`config.mk`:
```
export PLATFORM = sky130hd
export DESIGN_NAME = cfe_pipe
export DESIGN_NICKNAME = d
export VERILOG_FILES = /design/src/cfe_dmem_addr.v /design/src/cfe_pipe.v
export VERILOG_INCLUDE_DIRS = /design/src /design/src/src
export SDC_FILE = /design/constraint.sdc
export NUM_CORES = 1
export LEC_CHECK = 0
export BUFFER_PORTS_ARGS = -buffer_cell sky130_fd_sc_hd__buf_2
export CAP_MARGIN = 20
export CORE_MARGIN = 2
export CORE_UTILIZATION = 56
export DETAILED_ROUTE_END_ITERATION = 12
export GPL_TIMING_DRIVEN = 0
export PLACE_DENSITY_LB_ADDON = 0.12
export REMOVE_ABC_BUFFERS = 1
export SYNTH_ARGS = -nofsm -noshare
export SYNTH_HDL_FRONTEND = slang
export SYNTH_SLANG_ARGS = --single-unit
```
`constraint.sdc`:
```
create_clock -name clk -period 4.4 [get_ports clk]
set_clock_uncertainty 0.1 [all_clocks]
set_input_delay 0 -clock clk [delete_from_list [all_inputs] [get_ports clk]]
set_output_delay 0 -clock clk [all_outputs]
set_load 0.02 [all_outputs]
```
`src/cfe_map.vh`:
```
// Purpose: shared constants of the fetch/execute sequencer
// Assumes: included by bare name from the design files
// Notes:   definitions only
`ifndef CFE_MAP_VH
`define CFE_MAP_VH

// quadrature phases, one-hot
`define CFE_PH_ONE       4'h1
`define CFE_PH_TWO       4'h2
`define CFE_PH_THREE     4'h4
`define CFE_PH_FOUR      4'h8
`define CFE_PH_COUNT     4

// program side
`define CFE_PC_W         21
`define CFE_PC_RESET     21'h000000
`define CFE_PC_STEP      21'h000002
`define CFE_WORD_W       16

// data side
`define CFE_DA_W         12
`define CFE_BANK_W       4
`define CFE_DA_BYTES     4096
`define CFE_BANKS        16
`define CFE_USER_BYTES   3808
`define CFE_ACC_SPLIT    8'h60
`define CFE_ACC_LO_BANK  4'h0
`define CFE_ACC_HI_BANK  4'hF

// opcode fields
`define CFE_TAIL_TAG     4'hF
`define CFE_OP_GOTO      8'hEF
`define CFE_OP_CALL      7'h76
`define CFE_OP_LFSR      8'hEE
`define CFE_OP_REGISTER_TO_REGISTER_MOVE     4'hC
`define CFE_OP_BRA       5'h1A
`define CFE_OP_MOVLW     8'h0E
`define CFE_OP_MOVLB     12'h010
`define CFE_OP_MOVWF     7'h37
`define CFE_OP_MOVF      6'h14
`define CFE_OP_ADDWF     6'h09
`define CFE_OP_TBLRD     16'h0008

`endif

```
`src/cfe_dmem_addr.v`:
```
// Purpose: forms the 12-bit data address of one access
// Assumes: combinational, same clock domain as the caller
// Notes:   full addresses bypass both bank_select and the fast window
`timescale 1ns/1ps
`include "cfe_map.vh"

module cfe_dmem_addr (
  // instruction fields
  input  wire                    access_bank,
  input  wire [7:0]              offset,
  input  wire                    full_en,
  input  wire [`CFE_DA_W-1:0]    full_addr,
  // banking state
  input  wire [`CFE_BANK_W-1:0]  bank_select,
  // result
  output reg  [`CFE_DA_W-1:0]    addr
);

  always @* begin
    if (full_en) begin
      addr = full_addr;
    end else if (!access_bank) begin
      // low part of window is bank 0, high part is the top bank
      if (offset < `CFE_ACC_SPLIT) begin
        addr = {`CFE_ACC_LO_BANK, offset}; // RULE16 RULE18
      end else begin
        addr = {`CFE_ACC_HI_BANK, offset}; // RULE18
      end
    end else begin
      addr = {bank_select, offset}; // RULE19 RULE13
    end
  end

endmodule

```
`src/cfe_pipe.v`:
```
// Purpose: quadrature sequencer and two-stage fetch/execute pipeline
// Assumes: program and data memories answer on clk, one cycle after a strobe
// Notes:   small core opcode subset; stack and peripheral SFRs live outside
`timescale 1ns/1ps
`include "cfe_map.vh"

// How it works
// RULE1 - clock divided by four into phases
// RULE2 - pc steps in phase_one, fetch latched phase_four
// RULE3 - latched word presented phase_one, executed after
// RULE4 - operand read phase_two, result write phase_four
// RULE5 - fetch overlaps execute, one per cycle
// RULE6 - pc change flushes fetched word, two cycles
// RULE7 - byte addressed program memory, even word start
// RULE8 - pc steps by two, bit zero zero
// RULE9 - absolute target loads pc bits 20:1
// RULE10 - branch offset counts single words
// RULE11 - second word tagged 1111, twelve literal bits
// RULE12 - lone tagged word executes as nop
// RULE13 - twelve bit data address, sixteen banks
// RULE14 - all banks implemented
// RULE15 - unimplemented location reads zero
// RULE16 - fast window reachable without bank_select
// RULE17 - table read fetches one byte into latch
// RULE18 - window low to bank 0, high to bank 15
// RULE19 - bank_select gives upper four address bits
// RULE20 - reset empties pipeline, first cycle fetches only
module cfe_pipe (
  // clock and reset
  input  wire                    clk,
  input  wire                    nrst,
  // quadrature phases
  output wire                    phase_one,
  output wire                    phase_two,
  output wire                    phase_three,
  output wire                    phase_four,
  // program memory
  output reg  [`CFE_PC_W-1:0]    pmem_addr,
  output reg                     pmem_rd,
  input  wire [`CFE_WORD_W-1:0]  pmem_rd_data,
  // table read port
  input  wire [`CFE_PC_W-1:0]    table_pointer,
  output reg  [`CFE_PC_W-1:0]    tbl_addr,
  output reg                     tbl_rd,
  input  wire [7:0]              tbl_rd_byte,
  output reg  [7:0]              table_latch,
  // data memory
  output reg  [`CFE_DA_W-1:0]    dmem_addr,
  output reg                     dmem_rd,
  input  wire [7:0]              dmem_rd_data,
  input  wire                    dmem_impl,
  output reg                     dmem_wr,
  output reg  [7:0]              dmem_wr_data,
  // stack and pointer side effects
  output reg                     call_push,
  output reg  [`CFE_PC_W-1:0]    call_ret_addr,
  output reg                     ptr_load,
  output reg  [1:0]              ptr_sel,
  output reg  [`CFE_DA_W-1:0]    ptr_value,
  // visible core state
  output reg  [`CFE_PC_W-1:0]    pc,
  output reg  [`CFE_WORD_W-1:0]  instruction_latch,
  output reg                     exec_valid,
  output reg  [7:0]              wreg,
  output reg  [`CFE_BANK_W-1:0]  bank_select
);

  // pending second-word kinds, one-hot; zero means none
  localparam [3:0] PEND_NONE  = 4'h0;
  // jumps and calls act in their leader's cycle, reading the tail off the
  // fetch bus, so they never leave a pending kind behind
  localparam [3:0] PEND_REGISTER_TO_REGISTER_MOVE = 4'h4;
  localparam [3:0] PEND_LFSR  = 4'h8;

  reg  [3:0]              phase;
  reg  [`CFE_PC_W-1:0]    fetch_addr;
  reg  [`CFE_PC_W-1:0]    exec_addr;
  reg  [`CFE_WORD_W-1:0]  fetch_word;
  reg                     fetch_valid;
  reg  [3:0]              pend;
  reg  [11:0]             pend_lo;
  reg  [7:0]              operand;

  // decode of the word in execution
  reg                     d_read;
  reg                     d_write;
  reg                     d_full;
  reg  [`CFE_DA_W-1:0]    d_full_addr;
  reg                     d_to_w;
  reg                     d_add;
  reg                     d_movwf;
  reg                     d_register_to_register_move_w;
  reg                     d_redirect;
  reg  [`CFE_PC_W-1:0]    d_target;
  reg  [3:0]              next_pend;
  reg                     d_call;
  reg                     d_lfsr;
  reg                     d_movlw;
  reg                     d_movlb;
  reg                     d_tblrd;

  wire [15:0]             il = instruction_latch;
  wire [`CFE_DA_W-1:0]    eff_addr;
  wire [`CFE_PC_W-1:0]    bra_off;
  wire [`CFE_PC_W-1:0]    fall_thru;
  wire [7:0]              rd_byte;

  assign phase_one   = phase[0];
  assign phase_two   = phase[1];
  assign phase_three = phase[2];
  assign phase_four  = phase[3];

  // signed word count doubled into a byte offset
  assign bra_off   = {{9{il[10]}}, il[10:0], 1'b0}; // RULE10
  assign fall_thru = exec_addr + `CFE_PC_STEP;
  // absent locations answer as zero whatever the bus carries
  assign rd_byte   = dmem_impl ? dmem_rd_data : 8'h00; // RULE15 RULE14

  cfe_dmem_addr u_addr (
    .access_bank (il[8]),
    .offset      (il[7:0]),
    .full_en     (d_full),
    .full_addr   (d_full_addr),
    .bank_select (bank_select),
    .addr        (eff_addr)
  );

  // phase ring: a rotating one-hot, so phases never overlap
  always @(posedge clk or negedge nrst) begin
    if (!nrst) begin
      phase <= `CFE_PH_ONE;
    end else begin
      case (phase)
        `CFE_PH_ONE:   phase <= `CFE_PH_TWO;   // RULE1
        `CFE_PH_TWO:   phase <= `CFE_PH_THREE; // RULE1
        `CFE_PH_THREE: phase <= `CFE_PH_FOUR;  // RULE1
        `CFE_PH_FOUR:  phase <= `CFE_PH_ONE;   // RULE1
        default:       phase <= `CFE_PH_ONE;
      endcase
    end
  end

  // decode; only meaningful while exec_valid
  always @* begin
    d_read      = 1'b0;
    d_write     = 1'b0;
    d_full      = 1'b0;
    d_full_addr = {`CFE_DA_W{1'b0}};
    d_to_w      = 1'b0;
    d_add       = 1'b0;
    d_movwf     = 1'b0;
    d_register_to_register_move_w   = 1'b0;
    d_redirect  = 1'b0;
    d_target    = fall_thru;
    next_pend   = PEND_NONE;
    d_call      = 1'b0;
    d_lfsr      = 1'b0;
    d_movlw     = 1'b0;
    d_movlb     = 1'b0;
    d_tblrd     = 1'b0;
    if (exec_valid) begin
      if (pend != PEND_NONE && il[15:12] == `CFE_TAIL_TAG) begin
        // tail word consumed as literal data of its leader
        case (pend)
          PEND_REGISTER_TO_REGISTER_MOVE: begin
            d_write     = 1'b1; // RULE11
            d_full      = 1'b1;
            d_full_addr = il[11:0];
            d_register_to_register_move_w   = 1'b1;
          end
          PEND_LFSR: begin
            d_lfsr = 1'b1; // RULE11
          end
          default: begin
            d_lfsr = 1'b0;
          end
        endcase
      end else if (il[15:12] == `CFE_TAIL_TAG) begin
        // reached without its leader (skipped into): nothing happens
        d_lfsr = 1'b0; // RULE12
      end else if (il[15:8] == `CFE_OP_GOTO) begin
        // the tail stands on the fetch bus in phase_four; jumping now and
        // dropping the tail keeps a jump to two instruction cycles
        d_redirect = 1'b1; // RULE6 RULE11
        d_target   = {pmem_rd_data[11:0], il[7:0], 1'b0}; // RULE9
      end else if (il[15:9] == `CFE_OP_CALL) begin
        // same timing as a jump, plus the push
        d_redirect = 1'b1; // RULE6 RULE11
        d_call     = 1'b1;
        d_target   = {pmem_rd_data[11:0], il[7:0], 1'b0}; // RULE9
      end else if (il[15:8] == `CFE_OP_LFSR && il[7:6] == 2'b00) begin
        next_pend = PEND_LFSR;
      end else if (il[15:12] == `CFE_OP_REGISTER_TO_REGISTER_MOVE) begin
        next_pend   = PEND_REGISTER_TO_REGISTER_MOVE;
        d_read      = 1'b1;
        d_full      = 1'b1;
        d_full_addr = il[11:0];
      end else if (il[15:11] == `CFE_OP_BRA) begin
        d_redirect = 1'b1;
        d_target   = fall_thru + bra_off; // RULE10
      end else if (il[15:8] == `CFE_OP_MOVLW) begin
        d_movlw = 1'b1;
      end else if (il[15:4] == `CFE_OP_MOVLB) begin
        d_movlb = 1'b1;
      end else if (il[15:9] == `CFE_OP_MOVWF) begin
        d_write = 1'b1;
        d_movwf = 1'b1;
      end else if (il[15:10] == `CFE_OP_MOVF) begin
        d_read  = 1'b1;
        d_write = il[9];
        d_to_w  = !il[9];
      end else if (il[15:10] == `CFE_OP_ADDWF) begin
        d_read  = 1'b1;
        d_add   = 1'b1;
        d_write = il[9];
        d_to_w  = !il[9];
      end else if (il == `CFE_OP_TBLRD) begin
        d_tblrd = 1'b1;
      end
    end
  end

  // fetch stage and program counter
  always @(posedge clk or negedge nrst) begin
    if (!nrst) begin
      pc          <= `CFE_PC_RESET;
      fetch_addr  <= `CFE_PC_RESET;
      pmem_addr   <= `CFE_PC_RESET;
      pmem_rd     <= 1'b0;
      fetch_word  <= {`CFE_WORD_W{1'b0}};
      fetch_valid <= 1'b0; // RULE20
    end else begin
      pmem_rd <= 1'b0;
      if (phase_one) begin
        fetch_addr <= pc;
        pmem_addr  <= pc; // RULE7
        pmem_rd    <= 1'b1;
        pc         <= pc + `CFE_PC_STEP; // RULE2 RULE8
      end
      if (phase_four) begin
        fetch_word <= pmem_rd_data; // RULE2
        if (d_redirect) begin
          // the word fetched alongside a flow change is thrown away
          fetch_valid <= 1'b0; // RULE6
          pc          <= d_target; // RULE6 RULE8 RULE9
        end else begin
          fetch_valid <= 1'b1; // RULE5
        end
      end
    end
  end

  // execute stage
  always @(posedge clk or negedge nrst) begin
    if (!nrst) begin
      instruction_latch <= {`CFE_WORD_W{1'b0}};
      exec_valid        <= 1'b0; // RULE20
      exec_addr         <= `CFE_PC_RESET;
      pend              <= PEND_NONE;
      pend_lo           <= 12'h000;
      operand           <= 8'h00;
      wreg              <= 8'h00;
      bank_select       <= {`CFE_BANK_W{1'b0}};
      dmem_addr         <= {`CFE_DA_W{1'b0}};
      dmem_rd           <= 1'b0;
      dmem_wr           <= 1'b0;
      dmem_wr_data      <= 8'h00;
      tbl_addr          <= `CFE_PC_RESET;
      tbl_rd            <= 1'b0;
      table_latch       <= 8'h00;
      call_push         <= 1'b0;
      call_ret_addr     <= `CFE_PC_RESET;
      ptr_load          <= 1'b0;
      ptr_sel           <= 2'b00;
      ptr_value         <= {`CFE_DA_W{1'b0}};
    end else begin
      dmem_rd   <= 1'b0;
      dmem_wr   <= 1'b0;
      tbl_rd    <= 1'b0;
      call_push <= 1'b0;
      ptr_load  <= 1'b0;
      if (phase_four) begin
        // next word enters execution in the coming phase_one
        instruction_latch <= pmem_rd_data; // RULE3 RULE5
        exec_valid        <= !d_redirect; // RULE5 RULE6
        exec_addr         <= fetch_addr;
        pend              <= next_pend;
        if (next_pend != PEND_NONE) begin
          pend_lo <= il[11:0];
        end
      end
      if (phase_one) begin
        // operand strobe stands through phase_two
        dmem_addr <= eff_addr; // RULE13 RULE16 RULE19
        dmem_rd   <= d_read; // RULE4
        tbl_addr  <= table_pointer; // RULE17
        tbl_rd    <= d_tblrd; // RULE17
        if (d_movlb) begin
          bank_select <= il[3:0];
        end
      end
      if (phase_three) begin
        // memory answers during phase_three; write strobe stands in phase_four
        if (d_read) begin
          operand <= rd_byte; // RULE4 RULE15
        end
        if (d_tblrd) begin
          table_latch <= tbl_rd_byte; // RULE17
        end
        dmem_addr <= eff_addr;
        dmem_wr   <= d_write; // RULE4
        if (d_movwf) begin
          dmem_wr_data <= wreg;
        end else if (d_register_to_register_move_w) begin
          dmem_wr_data <= operand;
        end else if (d_add) begin
          dmem_wr_data <= rd_byte + wreg;
        end else begin
          dmem_wr_data <= rd_byte;
        end
      end
      if (phase_four) begin
        if (d_to_w) begin
          wreg <= d_add ? operand + wreg : operand; // RULE4
        end
        if (d_movlw) begin
          wreg <= il[7:0];
        end
        if (d_call) begin
          call_push     <= 1'b1;
          // return lands past the dropped tail word
          call_ret_addr <= fall_thru + `CFE_PC_STEP;
        end
        if (d_lfsr) begin
          ptr_load  <= 1'b1;
          ptr_sel   <= pend_lo[5:4];
          ptr_value <= {pend_lo[3:0], il[7:0]}; // RULE11
        end
      end
    end
  end

endmodule

```
==> impl_metrics.json <==
{
  "status": "finished, final reports clean",
  "post_dr_wirelength_cell_um": 18.76,
  "ir_worst_vdd_mv": 0.3558,
  "cpLargestDelayFamily": "compound AO/OA/AOI/OAI gates",
  "ctsHoldBuffers": 62,
  "globalplace.congestion": 0.9142,
  "final-hold-violation-count": 0,
  "synthFlopType": "sky130_fd_sc_hd__dfrtp_1",
  "layout.core_utilization_pct": 70.93,
  "starting_density_pct": 57.11,
  "path_cells": "ha_1, nand4_4, nor3_1, xnor2_1, inv_1, ha_1, a21oi_1, o221ai_1, a21oi_1, a32oi_1, xnor2_1, a221oi_1",
  "grt_max_degree": 103,
  "cp_slowest_cell": "sky130_fd_sc_hd__nor3_1",
  "cp_endpoint_kind": "register",
  "mostFrequentLayoutCell": "sky130_fd_sc_hd__buf_2",
  "cts.path.max_buffers": 3,
  "use_met1_pct": 40.27,
  "final_layout_size_suffix_gt1_share_pct": 29.31,
  "synth_warnings": 0,
  "drt-total-wl_um": 30320,
  "whs_ps": 15.14,
  "worst_pin_slew_ps": 1031,
  "synth.ff_latch_count": 202,
  "antenna_found_initial": 0,
  "hp-class": "input pin to async pin",
  "synth_sequential_area_ratio_pct": 45.34,
  "powerDensity_mw_per_mm2": 430.1,
  "pre_cts_ws_ps": 490.5,
  "wire_length_of_the_first_global_routing_pass_um": 48560,
  "cts_inserted_buffers": 22,
  "dp.final_hpwl_um": 20880,
  "maxCapViolCount": 0,
  "post-route-drc-count": 0,
  "netlist_area_mm2": 0.01115,
  "period_share_pct": 91.31,
  "grt_pass1_vias": 9143,
  "post_synth_inst_count": 1076,
  "avgViaCountPerCell": 5.770,
  "busiest_layer": "met2",
  "setup.worst_path.start_class": "register",
  "synthToLayoutAreaGrowth_pct": 24.20,
  "critPathArrivalTime_ps": 4320,
  "crit_path_max_incr_delay_ps": 500,
  "synth_area_per_cell_um2": 10.36,
  "cts_setup_buffers": 0,
  "asyncSetResetFlopFracSynth_pct": 100.0,
  "insertion_delay_ps": 510,
  "chipHeight_um": 145.1,
  "total_of_buffers_placed_on_input_and_output_ports": 220,
  "worstPathMaxFanout": 7,
  "grtUsageMet3_pct": 5.220,
  "final_max_slew_violation_count": 0,
  "final_period_minus_worst_setup_slack_ps": 4018,
  "fp-row-count": 51,
  "globalRouteMet2Util_pct": 45.50,
  "postLayoutCellArea_mm2": 0.01385,
  "rsz0062_at_grt": "no",
  "clk_tree_root_cell": "sky130_fd_sc_hd__clkbuf_16",
  "htreeDepth": 1,
  "die_w_um": 145.1,
  "setup-violations-final": 0,
  "critical_path.n_buffers_inverters": 1,
  "cts.reportedPaths.clkPinSlew_ps": 60,
  "layout.cells.most_common_list": "sky130_fd_sc_hd__buf_2, sky130_fd_sc_hd__dfrtp_1, sky130_fd_sc_hd__nand2_1",
  "cellLeakagePower_nw": 6.469,
  "drtIter0Drc": 653,
  "antenna_cells": 0,
  "via_count": 9324,
  "fmaxAchievable_ghz": 0.2489,
  "gr-total-overflow": 0,
  "placed_cell_area_mm2": 0.01248,
  "post_cts.resized_instances": 0,
  "final_nets": 1438,
  "top_level_ports": 221,
  "critical_path_required_ps": 4700,
  "worst_slew_margin_rel_pct": 31.29,
  "report.power.total_mw": 5.957,
  "clock_tree_from_tritoncts": "yes",
  "setup.worst_path.class": "register to register",
  "design.core.area_mm2": 0.01953,
  "synth-edff-count": 0,
  "detailedRoute.firstPassIterationCount": 5,
  "netlist-cell-type-count": 86,
  "gr-usage-all-layers_pct": 28.29,
  "die_area_mm2": 0.02106,
  "cts_sinks": 202,
  "worst_slack_ps": 382.4,
  "antenna_left": 0,
  "nFillCells": 1502
}
==> registers in the layout, summed over array words and instances (netlist names) <==
| name | cells |
|---|---|
| dmem_addr | 12 |
| operand | 8 |
| exec_valid | 1 |
| pend_lo | 6 |
| dmem_wr | 1 |
| call_ret_addr | 21 |
| ptr_load | 1 |
| pmem_rd | 1 |
| table_latch | 8 |
| wreg | 8 |
| exec_addr | 21 |
| tbl_addr | 21 |
| bank_select | 4 |
| call_push | 1 |
| phase | 4 |
| pc | 21 |
| fetch_addr | 21 |
| pend | 2 |
| dmem_rd | 1 |
| dmem_wr_data | 8 |
| instruction_latch | 16 |
| tbl_rd | 1 |
| ptr_value | 12 |
| ptr_sel | 2 |
==> cells in the mapped netlist, types with 4 or more instances <==
| master | n | area, um2 |
|---|---|---|
| sky130_fd_sc_hd__or2_2 | 5 | 31.28 |
| sky130_fd_sc_hd__mux2i_1 | 8 | 80.08 |
| sky130_fd_sc_hd__nor4_1 | 7 | 43.79 |
| sky130_fd_sc_hd__nand2b_1 | 10 | 62.56 |
| sky130_fd_sc_hd__xnor2_1 | 52 | 455.4 |
| sky130_fd_sc_hd__mux2_2 | 105 | 1182 |
| sky130_fd_sc_hd__a21boi_0 | 5 | 37.54 |
| sky130_fd_sc_hd__o31ai_1 | 6 | 45.04 |
| sky130_fd_sc_hd__a21o_1 | 6 | 45.04 |
| sky130_fd_sc_hd__clkbuf_1 | 34 | 127.6 |
| sky130_fd_sc_hd__nand2_1 | 118 | 442.9 |
| sky130_fd_sc_hd__buf_4 | 4 | 30.03 |
| sky130_fd_sc_hd__nand3_1 | 36 | 180.2 |
| sky130_fd_sc_hd__dfrtp_1 | 201 | 5030 |
| sky130_fd_sc_hd__a31oi_1 | 4 | 25.02 |
| sky130_fd_sc_hd__a221oi_1 | 5 | 43.79 |
| sky130_fd_sc_hd__inv_1 | 38 | 142.6 |
| sky130_fd_sc_hd__nand4_1 | 20 | 125.1 |
| sky130_fd_sc_hd__and2_1 | 12 | 75.07 |
| sky130_fd_sc_hd__a21oi_1 | 50 | 250.2 |
| sky130_fd_sc_hd__a22oi_1 | 4 | 30.03 |
| sky130_fd_sc_hd__o21ai_1 | 15 | 75.07 |
| sky130_fd_sc_hd__nor2_1 | 50 | 187.7 |
| sky130_fd_sc_hd__buf_2 | 7 | 35.03 |
| sky130_fd_sc_hd__o22ai_1 | 8 | 50.05 |
| sky130_fd_sc_hd__mux2_1 | 6 | 67.56 |
| sky130_fd_sc_hd__o221ai_1 | 9 | 78.83 |
| sky130_fd_sc_hd__o21ai_0 | 52 | 260.3 |
| sky130_fd_sc_hd__nor2b_1 | 12 | 75.07 |
| sky130_fd_sc_hd__o211ai_1 | 6 | 45.04 |
| sky130_fd_sc_hd__or3_1 | 5 | 31.28 |
| sky130_fd_sc_hd__a211oi_1 | 8 | 60.06 |
| sky130_fd_sc_hd__xor2_1 | 21 | 183.9 |
| sky130_fd_sc_hd__nand3b_1 | 8 | 60.06 |
| sky130_fd_sc_hd__nor3_1 | 15 | 75.07 |
| sky130_fd_sc_hd__ha_1 | 41 | 513.0 |
| sky130_fd_sc_hd__and3_1 | 10 | 62.56 |
==> final cells by class <==
type                            instances  area, um2  area share [%]
Clock buffer                           31      635.6           4.589
Clock inverter                          6      108.9          0.7860
Inverter                               38      142.6           1.030
Multi-Input combinational cell        786       5741           41.45
Sequential cell                       202       5057           36.52
Tap cell                              265      331.6           2.394
Timing Repair Buffer                  288       1833           13.24
==> worst reg2reg max path: cells and delay by family (launching register included) <==
family | cells | cell delay, ps
XOR/XNOR | 2 | 350
adder cells (fa/ha/maj) | 2 | 760
flip-flops | 1 | 460
AND/OR/NAND/NOR | 2 | 730
AO/OA/AOI/OAI | 5 | 1410
buffers and inverters | 1 | 100
==> report_power, final <==
part	internal [mW]	switching, mW	total (mW)	leakage [nW]
Clock	1.18	0.746	1.92	0.366
Sequential	2.07	0.308	2.38	2.51
Combinational	0.712	0.946	1.66	3.59
==> final timing paths <==
| kind | from | endpoint | slack [ps] | cells past startpoint |
|---|---|---|---|---|
| max | exec_addr[1] | pc[18] | 380 | 12 |
| min | nrst | dmem_wr_data[2] | 20 | 2 |
| max reg2reg | exec_addr[1] | pc[18] | 380 | 12 |
| min reg2reg | dmem_addr[4] | dmem_addr[4] | 360 | 2 |
| max in group asynchronous | nrst | fetch_addr[4] | 3220 | 3 |
| min in group clk | dmem_impl | dmem_wr_data[4] | 100 | 6 |
==> through the flow <==
stage	cells	setup TNS (ps)
finish	1616	0
global route	1616	0
global placement	1511	-34180
detailed placement	1517	0
CTS	1616	0
floorplan	1026	0
==> kinds of logic (layout without fill, tap and decap cells) <==
family          after synthesis  after routing  share of synthesized area (%)
compound gates              210            210                          12.04
xor+xnor                     76             76                          6.273
fa+ha+maj                    44             44                          5.139
buf+inv                      88            363                          3.254
flops                       202            202                          45.34
mux                         119            119                          11.93
simple gates                337            337                          16.02
==> per-layer routing <==
metal | up-vias | part of all wire (%)
met2 | 366 | 46
met3 | 51 | 7.6
met1 | 4511 | 45
li1 | 4396 | -
met5 | - | 0
met4 | 0 | 1.8
No activity file was read; power rests on OpenSTA's default activity.
